`src/verilog/rps_regs.svh`:
```
// Constants for the client receive port output stage.
// Assumes inclusion by bare name from the package and design modules.
`ifndef RPS_REGS_SVH
`define RPS_REGS_SVH

// ==========================================================
// Type codes on the receive type code lines
`define RPS_TYPE_HEAD 2'h0
`define RPS_TYPE_DATA 2'h1
`define RPS_TYPE_FRAME 2'h2
`define RPS_TYPE_NULL 2'h3

// ==========================================================
// Widths and depths
`define RPS_SYM_W 32
`define RPS_TYPE_W 2
`define RPS_FIFO_DEPTH 32
`define RPS_FIFO_AW 5

`endif

```
`src/verilog/rps_pkg.sv`:
```
// Types shared by the receive port output stage, its client model and the bench.
// Assumes rps_regs.svh is on the include path.
`include "rps_regs.svh"

package rps_pkg;

	// ==========================================================
	// Symbol with its type code
	typedef struct packed {
		logic [`RPS_TYPE_W-1:0] kind;
		logic [`RPS_SYM_W-1:0] data;
	} rps_sym_t;

	// ==========================================================
	// Decoded row of the port state table, used for coverage
	typedef enum logic [3:0] {
		ROW_1, ROW_2, ROW_3, ROW_4, ROW_5, ROW_6, ROW_7, ROW_8, ROW_9, ROW_10, ROW_11
	} rps_row_t;

endpackage

```
`src/verilog/rps_rx_port.sv`:
```
// Client receive port output stage, pipelined timing mode.
// Assumes symbols arrive from the controller side as valid/ready words and that
// the client samples type and symbol on the same clock as this logic.
//
// Notes on behaviour
// - Hold on first non-null after null inserts null.
// - Inserted null halves rate, loses nothing.
// - Row 9 always presents null next.
// - Held port stays in rows 8,7,11, or in row 5 until a word arrives.
// - Row 10 symbol cannot be held.
// - Row 10 entered only from row 3.
// - Row 10 symbol shows exactly two cycles.
// - Workaround one confines rows 1,2,9.
// - Workaround one: non-null type one cycle.
// - Workaround one alternates rows 9 and 2.
// - Volatile flag marks unholdable bus symbol.
// - Previous-hold flag registers last hold input.
// - Advance loads bus, otherwise bus kept.
// - Type code describes next bus symbol.
// - Hold freezes only non-null symbols.
// - Unheld type at t describes bus t+1.
`timescale 1ns/100ps
`include "rps_regs.svh"

module rps_rx_port
	import rps_pkg::*;
(
	input wire logic clk_sys_in,
	input wire logic resetn_in,
	input wire rps_sym_t rx_sym_in,
	input wire logic rx_valid_in,
	output logic rx_ready_out,
	input wire logic receive_hold_n_in,
	output logic [`RPS_TYPE_W-1:0] receive_type_code_out,
	output logic [`RPS_SYM_W-1:0] receive_symbol_bus_out
);

	// ==========================================================
	// Pipeline FIFO
	rps_sym_t fifo_head;
	logic fifo_valid;
	logic fifo_pop;
	logic fifo_wr_valid;

	// Null words carry nothing; they are accepted and dropped at the door
	assign fifo_wr_valid = rx_valid_in && (rx_sym_in.kind != `RPS_TYPE_NULL);

	rps_fifo #(
		.WIDTH($bits(rps_sym_t)),
		.DEPTH(`RPS_FIFO_DEPTH),
		.AW(`RPS_FIFO_AW)
	) u_fifo (
		.clk_sys_in(clk_sys_in),
		.resetn_in(resetn_in),
		.wr_data_in(rx_sym_in),
		.wr_valid_in(fifo_wr_valid),
		.wr_ready_out(rx_ready_out),
		.rd_data_out(fifo_head),
		.rd_valid_out(fifo_valid),
		.rd_ready_in(fifo_pop)
	);

	// ==========================================================
	// Port state
	logic hold;
	logic [`RPS_TYPE_W-1:0] type_code;
	logic output_volatile;
	logic hold_prev;
	logic [`RPS_SYM_W-1:0] symbol_bus;
	logic [`RPS_SYM_W-1:0] pending_sym;
	logic [`RPS_TYPE_W-1:0] next_type_code;
	logic output_volatile_next;
	logic next_hold_prev;
	logic [`RPS_SYM_W-1:0] next_symbol_bus;
	logic [`RPS_SYM_W-1:0] next_pending_sym;
	logic output_new_symbol;
	logic output_unchanged;
	logic type_null;
	rps_row_t row;

	assign hold = !receive_hold_n_in;
	assign type_null = (type_code == `RPS_TYPE_NULL);
	assign output_unchanged = !output_new_symbol;
	assign receive_type_code_out = type_code;
	assign receive_symbol_bus_out = symbol_bus;

	always_comb begin
		next_type_code = type_code;
		output_volatile_next = output_volatile;
		next_hold_prev = hold;
		output_new_symbol = 1'b0;
		fifo_pop = 1'b0;
		row = ROW_1;
		if (!hold) begin
			if (type_null) begin
				output_volatile_next = 1'b1;
				next_type_code = `RPS_TYPE_NULL;
				row = ROW_1;
				if (fifo_valid) begin
					next_type_code = fifo_head.kind;
					fifo_pop = 1'b1;
					row = ROW_2;
				end
			end else begin
				output_volatile_next = 1'b0;
				output_new_symbol = 1'b1;
				next_type_code = `RPS_TYPE_NULL;
				row = ROW_3;
				if (fifo_valid) begin
					next_type_code = fifo_head.kind;
					fifo_pop = 1'b1;
					row = ROW_4;
				end
			end
		end else if (!type_null) begin
			if (output_volatile) begin
				// nothing is popped, so nothing is lost
				next_type_code = `RPS_TYPE_NULL;
				output_volatile_next = 1'b0;
				output_new_symbol = 1'b1;
				row = ROW_9;
			end else begin
				row = ROW_8;
			end
		end else if (output_volatile) begin
			next_type_code = `RPS_TYPE_NULL;
			row = ROW_5;
			if (fifo_valid) begin
				next_type_code = fifo_head.kind;
				fifo_pop = 1'b1;
				row = ROW_6;
			end
		end else if (hold_prev) begin
			next_type_code = `RPS_TYPE_NULL;
			row = fifo_valid ? ROW_7 : ROW_11;
		end else begin
			next_type_code = `RPS_TYPE_NULL;
			row = ROW_11;
			if (fifo_valid) begin
				// every exit from row ten advances
				next_type_code = fifo_head.kind;
				output_volatile_next = 1'b1;
				fifo_pop = 1'b1;
				row = ROW_10;
			end
		end
	end

	always_comb begin
		next_symbol_bus = output_new_symbol ? pending_sym : symbol_bus;
		next_pending_sym = fifo_pop ? fifo_head.data : pending_sym;
	end

	always_ff @(posedge clk_sys_in) begin
		if (!resetn_in) begin
			type_code <= `RPS_TYPE_NULL;
			output_volatile <= 1'b1;
			hold_prev <= 1'b0;
			symbol_bus <= 32'h0000_0000;
			pending_sym <= 32'h0000_0000;
		end else begin
			type_code <= next_type_code;
			output_volatile <= output_volatile_next;
			hold_prev <= next_hold_prev;
			symbol_bus <= next_symbol_bus;
			pending_sym <= next_pending_sym;
		end
	end

	// ==========================================================
	// Checks
	logic [`RPS_TYPE_W-1:0] bus_kind;

	// Type of the symbol now on the bus, only for the checks
	always_ff @(posedge clk_sys_in) begin
		if (!resetn_in) begin
			bus_kind <= `RPS_TYPE_NULL;
		end else if (output_new_symbol) begin
			bus_kind <= type_code;
		end
	end

	row_nine_null_a: assert property (@(posedge clk_sys_in) disable iff (!resetn_in)
		(row == ROW_9) |=> (receive_type_code_out == `RPS_TYPE_NULL) && !output_volatile)
		else $error("row 9 did not present a null type");

	null_insert_a: assert property (@(posedge clk_sys_in) disable iff (!resetn_in)
		(hold && output_volatile && !type_null && fifo_valid) |-> !fifo_pop ##1 type_null)
		else $error("null not inserted after hold on first non-null");

	hold_freeze_a: assert property (@(posedge clk_sys_in) disable iff (!resetn_in)
		(hold && !type_null && !output_volatile) |=> $stable(receive_symbol_bus_out) && !type_null)
		else $error("held non-null symbol moved");

	advance_load_a: assert property (@(posedge clk_sys_in) disable iff (!resetn_in)
		output_new_symbol |=> receive_symbol_bus_out == $past(pending_sym))
		else $error("advance did not load pending symbol");

	bus_keep_a: assert property (@(posedge clk_sys_in) disable iff (!resetn_in)
		output_unchanged |=> $stable(receive_symbol_bus_out))
		else $error("bus changed without advance");

	prev_hold_a: assert property (@(posedge clk_sys_in) disable iff (!resetn_in)
		##1 hold_prev == $past(hold))
		else $error("previous-hold flag wrong");

	type_lead_a: assert property (@(posedge clk_sys_in) disable iff (!resetn_in)
		(!hold && !type_null) |=> bus_kind == $past(type_code))
		else $error("type code did not describe next bus symbol");

	idle_volatile_a: assert property (@(posedge clk_sys_in) disable iff (!resetn_in)
		(!hold && type_null && !fifo_valid) |=> output_volatile && type_null && $stable(receive_symbol_bus_out))
		else $error("idle port not volatile and null");

	row_ten_entry_a: assert property (@(posedge clk_sys_in) disable iff (!resetn_in)
		(row == ROW_10) |-> $past(row == ROW_3))
		else $error("row 10 entered from other than row 3");

	row_ten_two_a: assert property (@(posedge clk_sys_in) disable iff (!resetn_in)
		(row == ROW_3) ##1 (row == ROW_10) |=> output_new_symbol)
		else $error("row 10 symbol not advanced after two cycles");

	reset_state_a: assert property (@(posedge clk_sys_in)
		$rose(resetn_in) |-> type_null && output_volatile && !hold_prev)
		else $error("wrong state after reset");

	// Row ten leaves the bus exposed, so the flag must say so at once
	row_ten_volatile_a: assert property (@(posedge clk_sys_in) disable iff (!resetn_in)
		(row == ROW_10) |=> output_volatile)
		else $error("row 10 did not mark bus volatile");

	held_rows_null_a: assert property (@(posedge clk_sys_in) disable iff (!resetn_in)
		(hold && type_null && !output_volatile && hold_prev) |=> type_null)
		else $error("held port revealed an arrival");

	row_nine_keep_a: assert property (@(posedge clk_sys_in) disable iff (!resetn_in)
		(row == ROW_9) |-> !fifo_pop)
		else $error("row 9 popped a symbol");

	null_pass_a: assert property (@(posedge clk_sys_in) disable iff (!resetn_in)
		(hold && type_null && output_volatile && fifo_valid) |=> !type_null && $stable(receive_symbol_bus_out))
		else $error("hold blocked a null output");

	row_ten_keep_a: assert property (@(posedge clk_sys_in) disable iff (!resetn_in)
		(row == ROW_10) |=> $stable(receive_symbol_bus_out))
		else $error("row 10 symbol left too early");

	row_ten_c: cover property (@(posedge clk_sys_in) disable iff (!resetn_in) (row == ROW_10));
	row_nine_two_c: cover property (@(posedge clk_sys_in) disable iff (!resetn_in)
		(row == ROW_9) ##1 (row == ROW_2) ##1 (row == ROW_9));
	streaming_c: cover property (@(posedge clk_sys_in) disable iff (!resetn_in) (row == ROW_4) [*4]);
	fifo_full_c: cover property (@(posedge clk_sys_in) disable iff (!resetn_in) !rx_ready_out);
	held_seven_c: cover property (@(posedge clk_sys_in) disable iff (!resetn_in) (row == ROW_7));

endmodule

```
`src/verilog/rps_fifo.sv`:
```
// Synchronous FIFO with valid/ready on both sides.
// Assumes one clock and a synchronous active-low reset.
`timescale 1ns/100ps
`include "rps_regs.svh"

module rps_fifo #(
	parameter int WIDTH = 34,
	parameter int DEPTH = `RPS_FIFO_DEPTH,
	parameter int AW = `RPS_FIFO_AW
) (
	input wire logic clk_sys_in,
	input wire logic resetn_in,
	input wire logic [WIDTH-1:0] wr_data_in,
	input wire logic wr_valid_in,
	output logic wr_ready_out,
	output logic [WIDTH-1:0] rd_data_out,
	output logic rd_valid_out,
	input wire logic rd_ready_in
);

	logic [WIDTH-1:0] mem [DEPTH];
	logic [AW-1:0] wr_ptr;
	logic [AW-1:0] rd_ptr;
	logic [AW:0] count;
	logic [AW-1:0] next_wr_ptr;
	logic [AW-1:0] next_rd_ptr;
	logic [AW:0] next_count;
	logic do_wr;
	logic do_rd;

	assign wr_ready_out = (count != DEPTH[AW:0]);
	assign rd_valid_out = (count != '0);
	assign rd_data_out = mem[rd_ptr];
	assign do_wr = wr_valid_in && wr_ready_out;
	assign do_rd = rd_valid_out && rd_ready_in;

	// ==========================================================
	// Pointers and fill level
	always_comb begin
		next_wr_ptr = wr_ptr;
		next_rd_ptr = rd_ptr;
		next_count = count;
		if (do_wr) begin
			next_wr_ptr = (wr_ptr == AW'(DEPTH - 1)) ? '0 : AW'(wr_ptr + 1'b1);
		end
		if (do_rd) begin
			next_rd_ptr = (rd_ptr == AW'(DEPTH - 1)) ? '0 : AW'(rd_ptr + 1'b1);
		end
		if (do_wr && !do_rd) begin
			next_count = (AW+1)'(count + 1'b1);
		end else if (do_rd && !do_wr) begin
			next_count = (AW+1)'(count - 1'b1);
		end
	end

	always_ff @(posedge clk_sys_in) begin
		if (!resetn_in) begin
			wr_ptr <= '0;
			rd_ptr <= '0;
			count <= '0;
		end else begin
			wr_ptr <= next_wr_ptr;
			rd_ptr <= next_rd_ptr;
			count <= next_count;
		end
	end

	// Storage needs no reset; reads are gated by the fill level
	always_ff @(posedge clk_sys_in) begin
		if (do_wr) begin
			mem[wr_ptr] <= wr_data_in;
		end
	end

endmodule

```
`config.mk`:
```
export PLATFORM = sky130hd
export DESIGN_NAME = rps_rx_port
export DESIGN_NICKNAME = d
export VERILOG_FILES = /design/src/verilog/rps_pkg.sv /design/src/verilog/rps_rx_port.sv /design/src/verilog/rps_fifo.sv
export VERILOG_INCLUDE_DIRS = /design/src /design/src/verilog
export SDC_FILE = /design/constraint.sdc
export NUM_CORES = 1
export LEC_CHECK = 0
export BUFFER_PORTS_ARGS = -buffer_cell sky130_fd_sc_hd__buf_2
export CORE_ASPECT_RATIO = 2
export CORE_MARGIN = 3
export CORE_UTILIZATION = 56
export DETAILED_ROUTE_END_ITERATION = 16
export GPL_TIMING_DRIVEN = 1
export PLACE_DENSITY = 0.8
export REMOVE_ABC_BUFFERS = 1
export SYNTH_ARGS = -nofsm -noshare
export SYNTH_HDL_FRONTEND = slang
export SYNTH_SLANG_ARGS = --single-unit
```
`constraint.sdc`:
```
create_clock -name clk_sys_in -period 2.95 [get_ports clk_sys_in]
set_clock_uncertainty 0.15 [all_clocks]
set_input_delay 0.295 -clock clk_sys_in [delete_from_list [all_inputs] [get_ports clk_sys_in]]
set_output_delay 0.295 -clock clk_sys_in [all_outputs]
set_load 0.02 [all_outputs]
```
Yosys cells after proc, flatten, opt, wreduce, memory -nomap -nowiden
Memory sizes are Yosys's and may differ from the RTL's. A register that Yosys moved wholly into a read port is not among the register bits.
Index checks and enable logic that the tools add are counted.
- flip-flop bits (word level): 84
- bits in writable memories: 1088
- input bits: 38
- output and inout port bits: 35
- memories: 1
- memories (name ; depth ; width ; rd ports ; clocked after memory_dff ; wr ports ; RTL line ; source):
    u_fifo.mem ; 32 ; 34 ; 1 ; 1 ; 1 ; rps_fifo.sv:21 ; logic [WIDTH-1:0] mem [DEPTH];
- add/sub/neg operators: 4
- eq/ne operators: 5
- muxes and demuxes: 27
- reductions and logical operators: 11
- operators by type and width (cell ; count):
    $mux 5 ; 4
    $mux 1 ; 15
    $mux 2 ; 6
    $mux 6 ; 2
    $add 5x1->5 const B ; 2
    $eq 5x5->1 const B ; 2
    $add 6x1->6 const B ; 1
    $ne 6x6->1 const B ; 1
    $reduce_bool 6->1 ; 1
    $sub 6x1->6 const B ; 1
    $logic_and 1x1->1 ; 5
    $logic_not 1->1 ; 3
    $reduce_bool 3->1 ; 1
    $eq 2x2->1 const B ; 1
    $ne 2x2->1 const B ; 1
    $reduce_bool 2->1 ; 1

Longest topological paths before layout
- depth in word-level cells: 10
- gate-level depth with buffers: 12

Modules after synthesis
Synthesis repeated with hierarchy kept, for this count alone.
- cell total of the unflattened synthesis: 2603
- area, all modules: 46743.6 um2
- by module, submodules not included (module ; instances ; cells each ; area each (um2) ; seq. area each (um2)):
    rps_fifo ; 1 ; 2172 ; 43122.6 ; 33091.7
    rps_rx_port ; 1 ; 431 ; 3621.0 ; 1361.3

Least setup slack after synthesis
OpenSTA, ideal clock, no wires.
- kind: flip-flop to flip-flop
- from: register u_fifo.wr_ptr[3]
- to: memory u_fifo.mem[10][0] (enable)
- setup time: 425 ps
- arrival: 2488 ps
- path slack: -113 ps
- stages on the path, launching flop included: 4
- period minus slack after synthesis: 3063 ps
- path through: dfxtp_1 -> clkbuf_1 -> or3b_2 -> nor2_1
- RTL lines (what ; RTL line ; source):
    start: declaration ; rps_fifo.sv:22 ; logic [AW-1:0] wr_ptr;
    start signal: assignment ; rps_fifo.sv:62 ; wr_ptr <= next_wr_ptr;
    end: declaration ; rps_fifo.sv:21 ;
Straight into the memory's write port.

Worst setup path in the final report
- from: register u_fifo.count[1]
- to: register u_fifo.count[4]
- longest elaborated chain between the ends: 10
- ends and longest elaborated chain (what ; RTL line ; source):
    start: declaration ; rps_fifo.sv:24 ; logic [AW:0] count;
    start signal: assignment ; rps_fifo.sv:64 ; count <= next_count;
    $reduce_bool 6->1 ; rps_fifo.sv:32 ; assign rd_valid_out = (count != '0);
    $mux 1 ; n/a ;
    $mux 1 ; rps_rx_port.sv:133 ; end else if (hold_prev) begin
    $mux 1 ; rps_rx_port.sv:125 ; end else if (output_volatile) begin
    $mux 1 ; rps_rx_port.sv:115 ; end else if (!type_null) begin
    $mux 1 ; rps_rx_port.sv:94 ; if (!hold) begin
    $logic_and 1x1->1 ; rps_fifo.sv:35 ; assign do_rd = rd_valid_out && rd_ready_in;
    $logic_not 1->1 ; rps_fifo.sv:49 ; if (do_wr && !do_rd) begin
    $logic_and 1x1->1 ; rps_fifo.sv:49 ;
    $mux 6 or $reduce_bool 2->1 (tied branches) ; n/a ;
Several ways; a longest one is shown, not always the timed one. The select of a mux whose other input is x is not followed.
A chain may end at the register's enable or synchronous reset.

==> flow_summary.toml <==
[status]
status = "finished, final reports clean"

[grt]
grt_pass1_vias = 24369
grtUsageMet1 = 0.333
top_usage_layer = "met2"
overflow = 0
grt_pass1_wl_microns = 163000
track_usage = 0.272
antenna_found_initial = 1
grtUsageMet2 = 0.468
grt_max_degree = 69
use_met3 = 0.0413

[synthesis]
synthTopCellsByArea = "edfxtp_1 (73%), mux4_2 (12%), dfxtp_1 (4.0%)"
yosysMostFrequentCell = "edfxtp_1"
yosys.area.top_type = "edfxtp_1"
synthFlopType = "edfxtp_1"
synth_area_sq_mm = 0.0447
seq_area_frac_synth = 0.771
ys_types = 60
synth_commonest_cells = "edfxtp_1 (1,088), mux4_2 (232), a22oi_1 (100), nand2_1 (90), dfxtp_1 (89)"
synth_edf_count = 1088
avgSynthCellArea_sq_um = 20.6
synth_top_cell_area_share = 0.731
async_flop_share = 0
synth_warnings = 0
ys_seq_elements = 1177
synthCells = 2174

[clock_network]
clk_path_buf_depth = 3
clkSlewWorstSetupHoldPaths_ps = 70
clk_latency_ps = 660
numCtsBuffers = 92
tritoncts = "done"
cts_sinks = 1177
cts-root-buf = "clkbuf_16"
htreeDepth = 3

[worst_setup_path]
cp_max_fo = 4
worstPathArrival_ps = 3250
crit_chain = "or4_4 > nor3_4 > nor2_4 > inv_2 > ha_2 > inv_2 > fa_2 > a21o_1 > a21oi_2 > xor2_1 > o21ai_1 > and2_1"
startpoint = "u_fifo.count[1]$_SDFFE_PN0P_"
cp-start-kind = "flip-flop"
r2r_start = "u_fifo.count[1]$_SDFFE_PN0P_"
worst_path_max_delay_cell = "or4_4"
cp_data_required_time_ps = 3360
critical_path.max_stage_delay_ps = 590
end_kind = "flip-flop"
worst-setup-path-type = "flip-flop to flip-flop"
crit_buf_inv = 2
cp_top_family = "simple AND/OR/NAND/NOR gates"
cp_common_cell = "inv_2"

[timing]
hold_ws_ps = 28.9
fin_crit_sh = 0.963
final-hold-violation-count = 0
period_needed_ps = 2840
worstMarginPinSlew_ps = 1290
rsz0062_at_grt = "false"
maxSlewViolCount = 0
setup_viol = 0
timing.fmax_mhz = 352
relSlewSlack = 0.135

[cells_and_area]
nets = 2409
areaGrowthSynthToFinish_pct = 13.3
num-fill-cells = 4938
drive_gt1_frac = 0.260

[power_and_ir_drop]
sw_frac_of_total = 0.263
pwr-share-clk = 0.328
power.switching_uw = 10500
power_frac_seq = 0.478
power_frac_comb = 0.194
power_leakage_uw = 0.0158
power_density_mw_per_mm2 = 788
ir_worst_vdd_v = 0.000712
intPower_uw = 29400
power_uw = 39900

[drt]
detail-route-antenna-nets = 0
drt_iter0_drc = 2942
firstDrtPassIters = 6
vias = 23301
route.detailed.drc = 0
wire_per_inst_microns = 32.0
routed_wl_microns = 111000
routed_via_density = 6.71

[floorplan]
die_area_sq_mm = 0.0835
ioPinCount = 73
fp.dieW_microns = 206
die_y_microns = 406
core-area_sq_mm = 0.0791
initial_core_util = 0.565
row_count = 146

[flow_run]
cap_violations = 0

[place]
io_buffers = 72
dp_hpwl_microns = 64500
place_congestion = 0.834

[min_path]
worstHoldStart = "rx_sym_in[8]"
min_path_type = "primary input to flip-flop"
[final cells by class]
cell class              instances  area (sq um)  area share
flip-flops and latches       1177         34500       0.680
well taps                    1036          1300      0.0256
repair buffers                214          1870      0.0369
multi-input cells             864          9810       0.194
clock buffers                 126          2590      0.0510
clock inverters                46           606      0.0120
inverters                       9          33.8    0.000667
diodes                          2          5.00   0.0000988
[metal layers]
layer  part of all wire  wire length [microns]  vias to the layer above
li1                   -                      -                     9395
met1               0.33                  36400                    12046
met2               0.53                  58400                     1499
met3              0.085                   9410                      361
met4              0.063                   6960                        0
met5                  0                      0                        -
[placed cells by master, fill, tap and decap left out, drive strengths merged, types with 3 or more instances in the layout]
cell | synthesis | routed
a21boi | 40 | 40
a21o | 3 | 3
a21oi | 9 | 9
a221oi | 35 | 35
a22oi | 100 | 100
a31oi | 37 | 37
and2 | 5 | 5
and3 | 39 | 39
buf | 70 | 192
bufinv | 0 | 14
clkbuf | 54 | 126
clkinv | 0 | 24
clkinvlp | 0 | 6
dfxtp | 89 | 89
dlygate4sd3 | 0 | 22
edfxtp | 1088 | 1088
ha | 12 | 12
inv | 9 | 11
mux2i | 79 | 79
mux4 | 232 | 232
nand2 | 94 | 94
nand3 | 5 | 5
nand3b | 3 | 3
nor2 | 43 | 43
nor2b | 8 | 8
nor3 | 6 | 6
nor4 | 4 | 4
o21ai | 76 | 76
or3 | 3 | 3
or4 | 3 | 3
xnor2 | 3 | 3
[metrics by stage]
step | TNS (ps) | setup WS [ps] | area, sq um | utilization | cells
after floorplan | -423930 | -10810 | 44000 | - | 2050
after global placement | 0 | 12.1 | 47200 | 0.597 | 3277
after detailed placement | 0 | 32.9 | 47200 | 0.597 | 3277
after CTS | 0 | 11.4 | 50600 | 0.640 | 3471
after global routing | 0 | 0.0324 | 50700 | 0.641 | 3472
final | 0 | 108 | 50700 | 0.641 | 3474
[registers in the layout, indices dropped and copies added (netlist names), named ones only]
register	count
u_fifo.wr_ptr	5
pending_sym	32
u_fifo.rd_ptr	5
hold_prev	1
u_fifo.mem	1088
receive_symbol_bus_out	32
receive_type_code_out	2
output_volatile	1
u_fifo.count	6
[worst reg2reg max path: cells and delay by family, from the launching register on]
| kind | cells | cell delay (ps) |
|---|---|---|
| AO/OA/AOI/OAI | 3 | 420 |
| adder cells (fa/ha/maj) | 2 | 520 |
| flip-flops | 1 | 320 |
| buffers and inverters | 2 | 130 |
| AND/OR/NAND/NOR | 4 | 1050 |
| XOR/XNOR | 1 | 170 |
[timing repair]
item,CTS,global route
gates resized for setup,0,8
setup buffers,0,1
hold buffers,22,0
hold endpoints to repair,361,0
endpoints found under the setup margin,0,3
[power groups by stage]
stage | Combinational (uW) | Sequential, uW | Clock (uW)
floorplan | 3420 | 19800 | 0
global placement | 7410 | 19400 | 0
detailed placement | 7570 | 19400 | 0
CTS | 7700 | 19100 | 13200
global route | 8180 | 19100 | 13800
finish | 7730 | 19100 | 13100
[kinds of logic after synthesis]
group	count (synthesis)	share of synthesized area
adders and majority gates	13	0.00381
DFF	1177	0.771
AOI/OAI and AO/OA	309	0.0477
muxes	313	0.135
xor gates and xnor gates	4	0.000784
and+or+nand+nor	225	0.0249
buffers and inverters	133	0.0170
[worst paths after layout]
kind / endpoint / slack [ps] / cells past startpoint
setup reg to reg: u_fifo.count[4]$_SDFFE_PN0P_ / 110 / 12
hold reg to reg: receive_symbol_bus_out[21]$_SDFFE_PN0P_ / 310 / 2
hold / removal: u_fifo.mem[8][8]$_DFFE_PP_ / 30 / 1
setup / recovery: u_fifo.count[4]$_SDFFE_PN0P_ / 110 / 12
(Power assumes the default switching activity.)
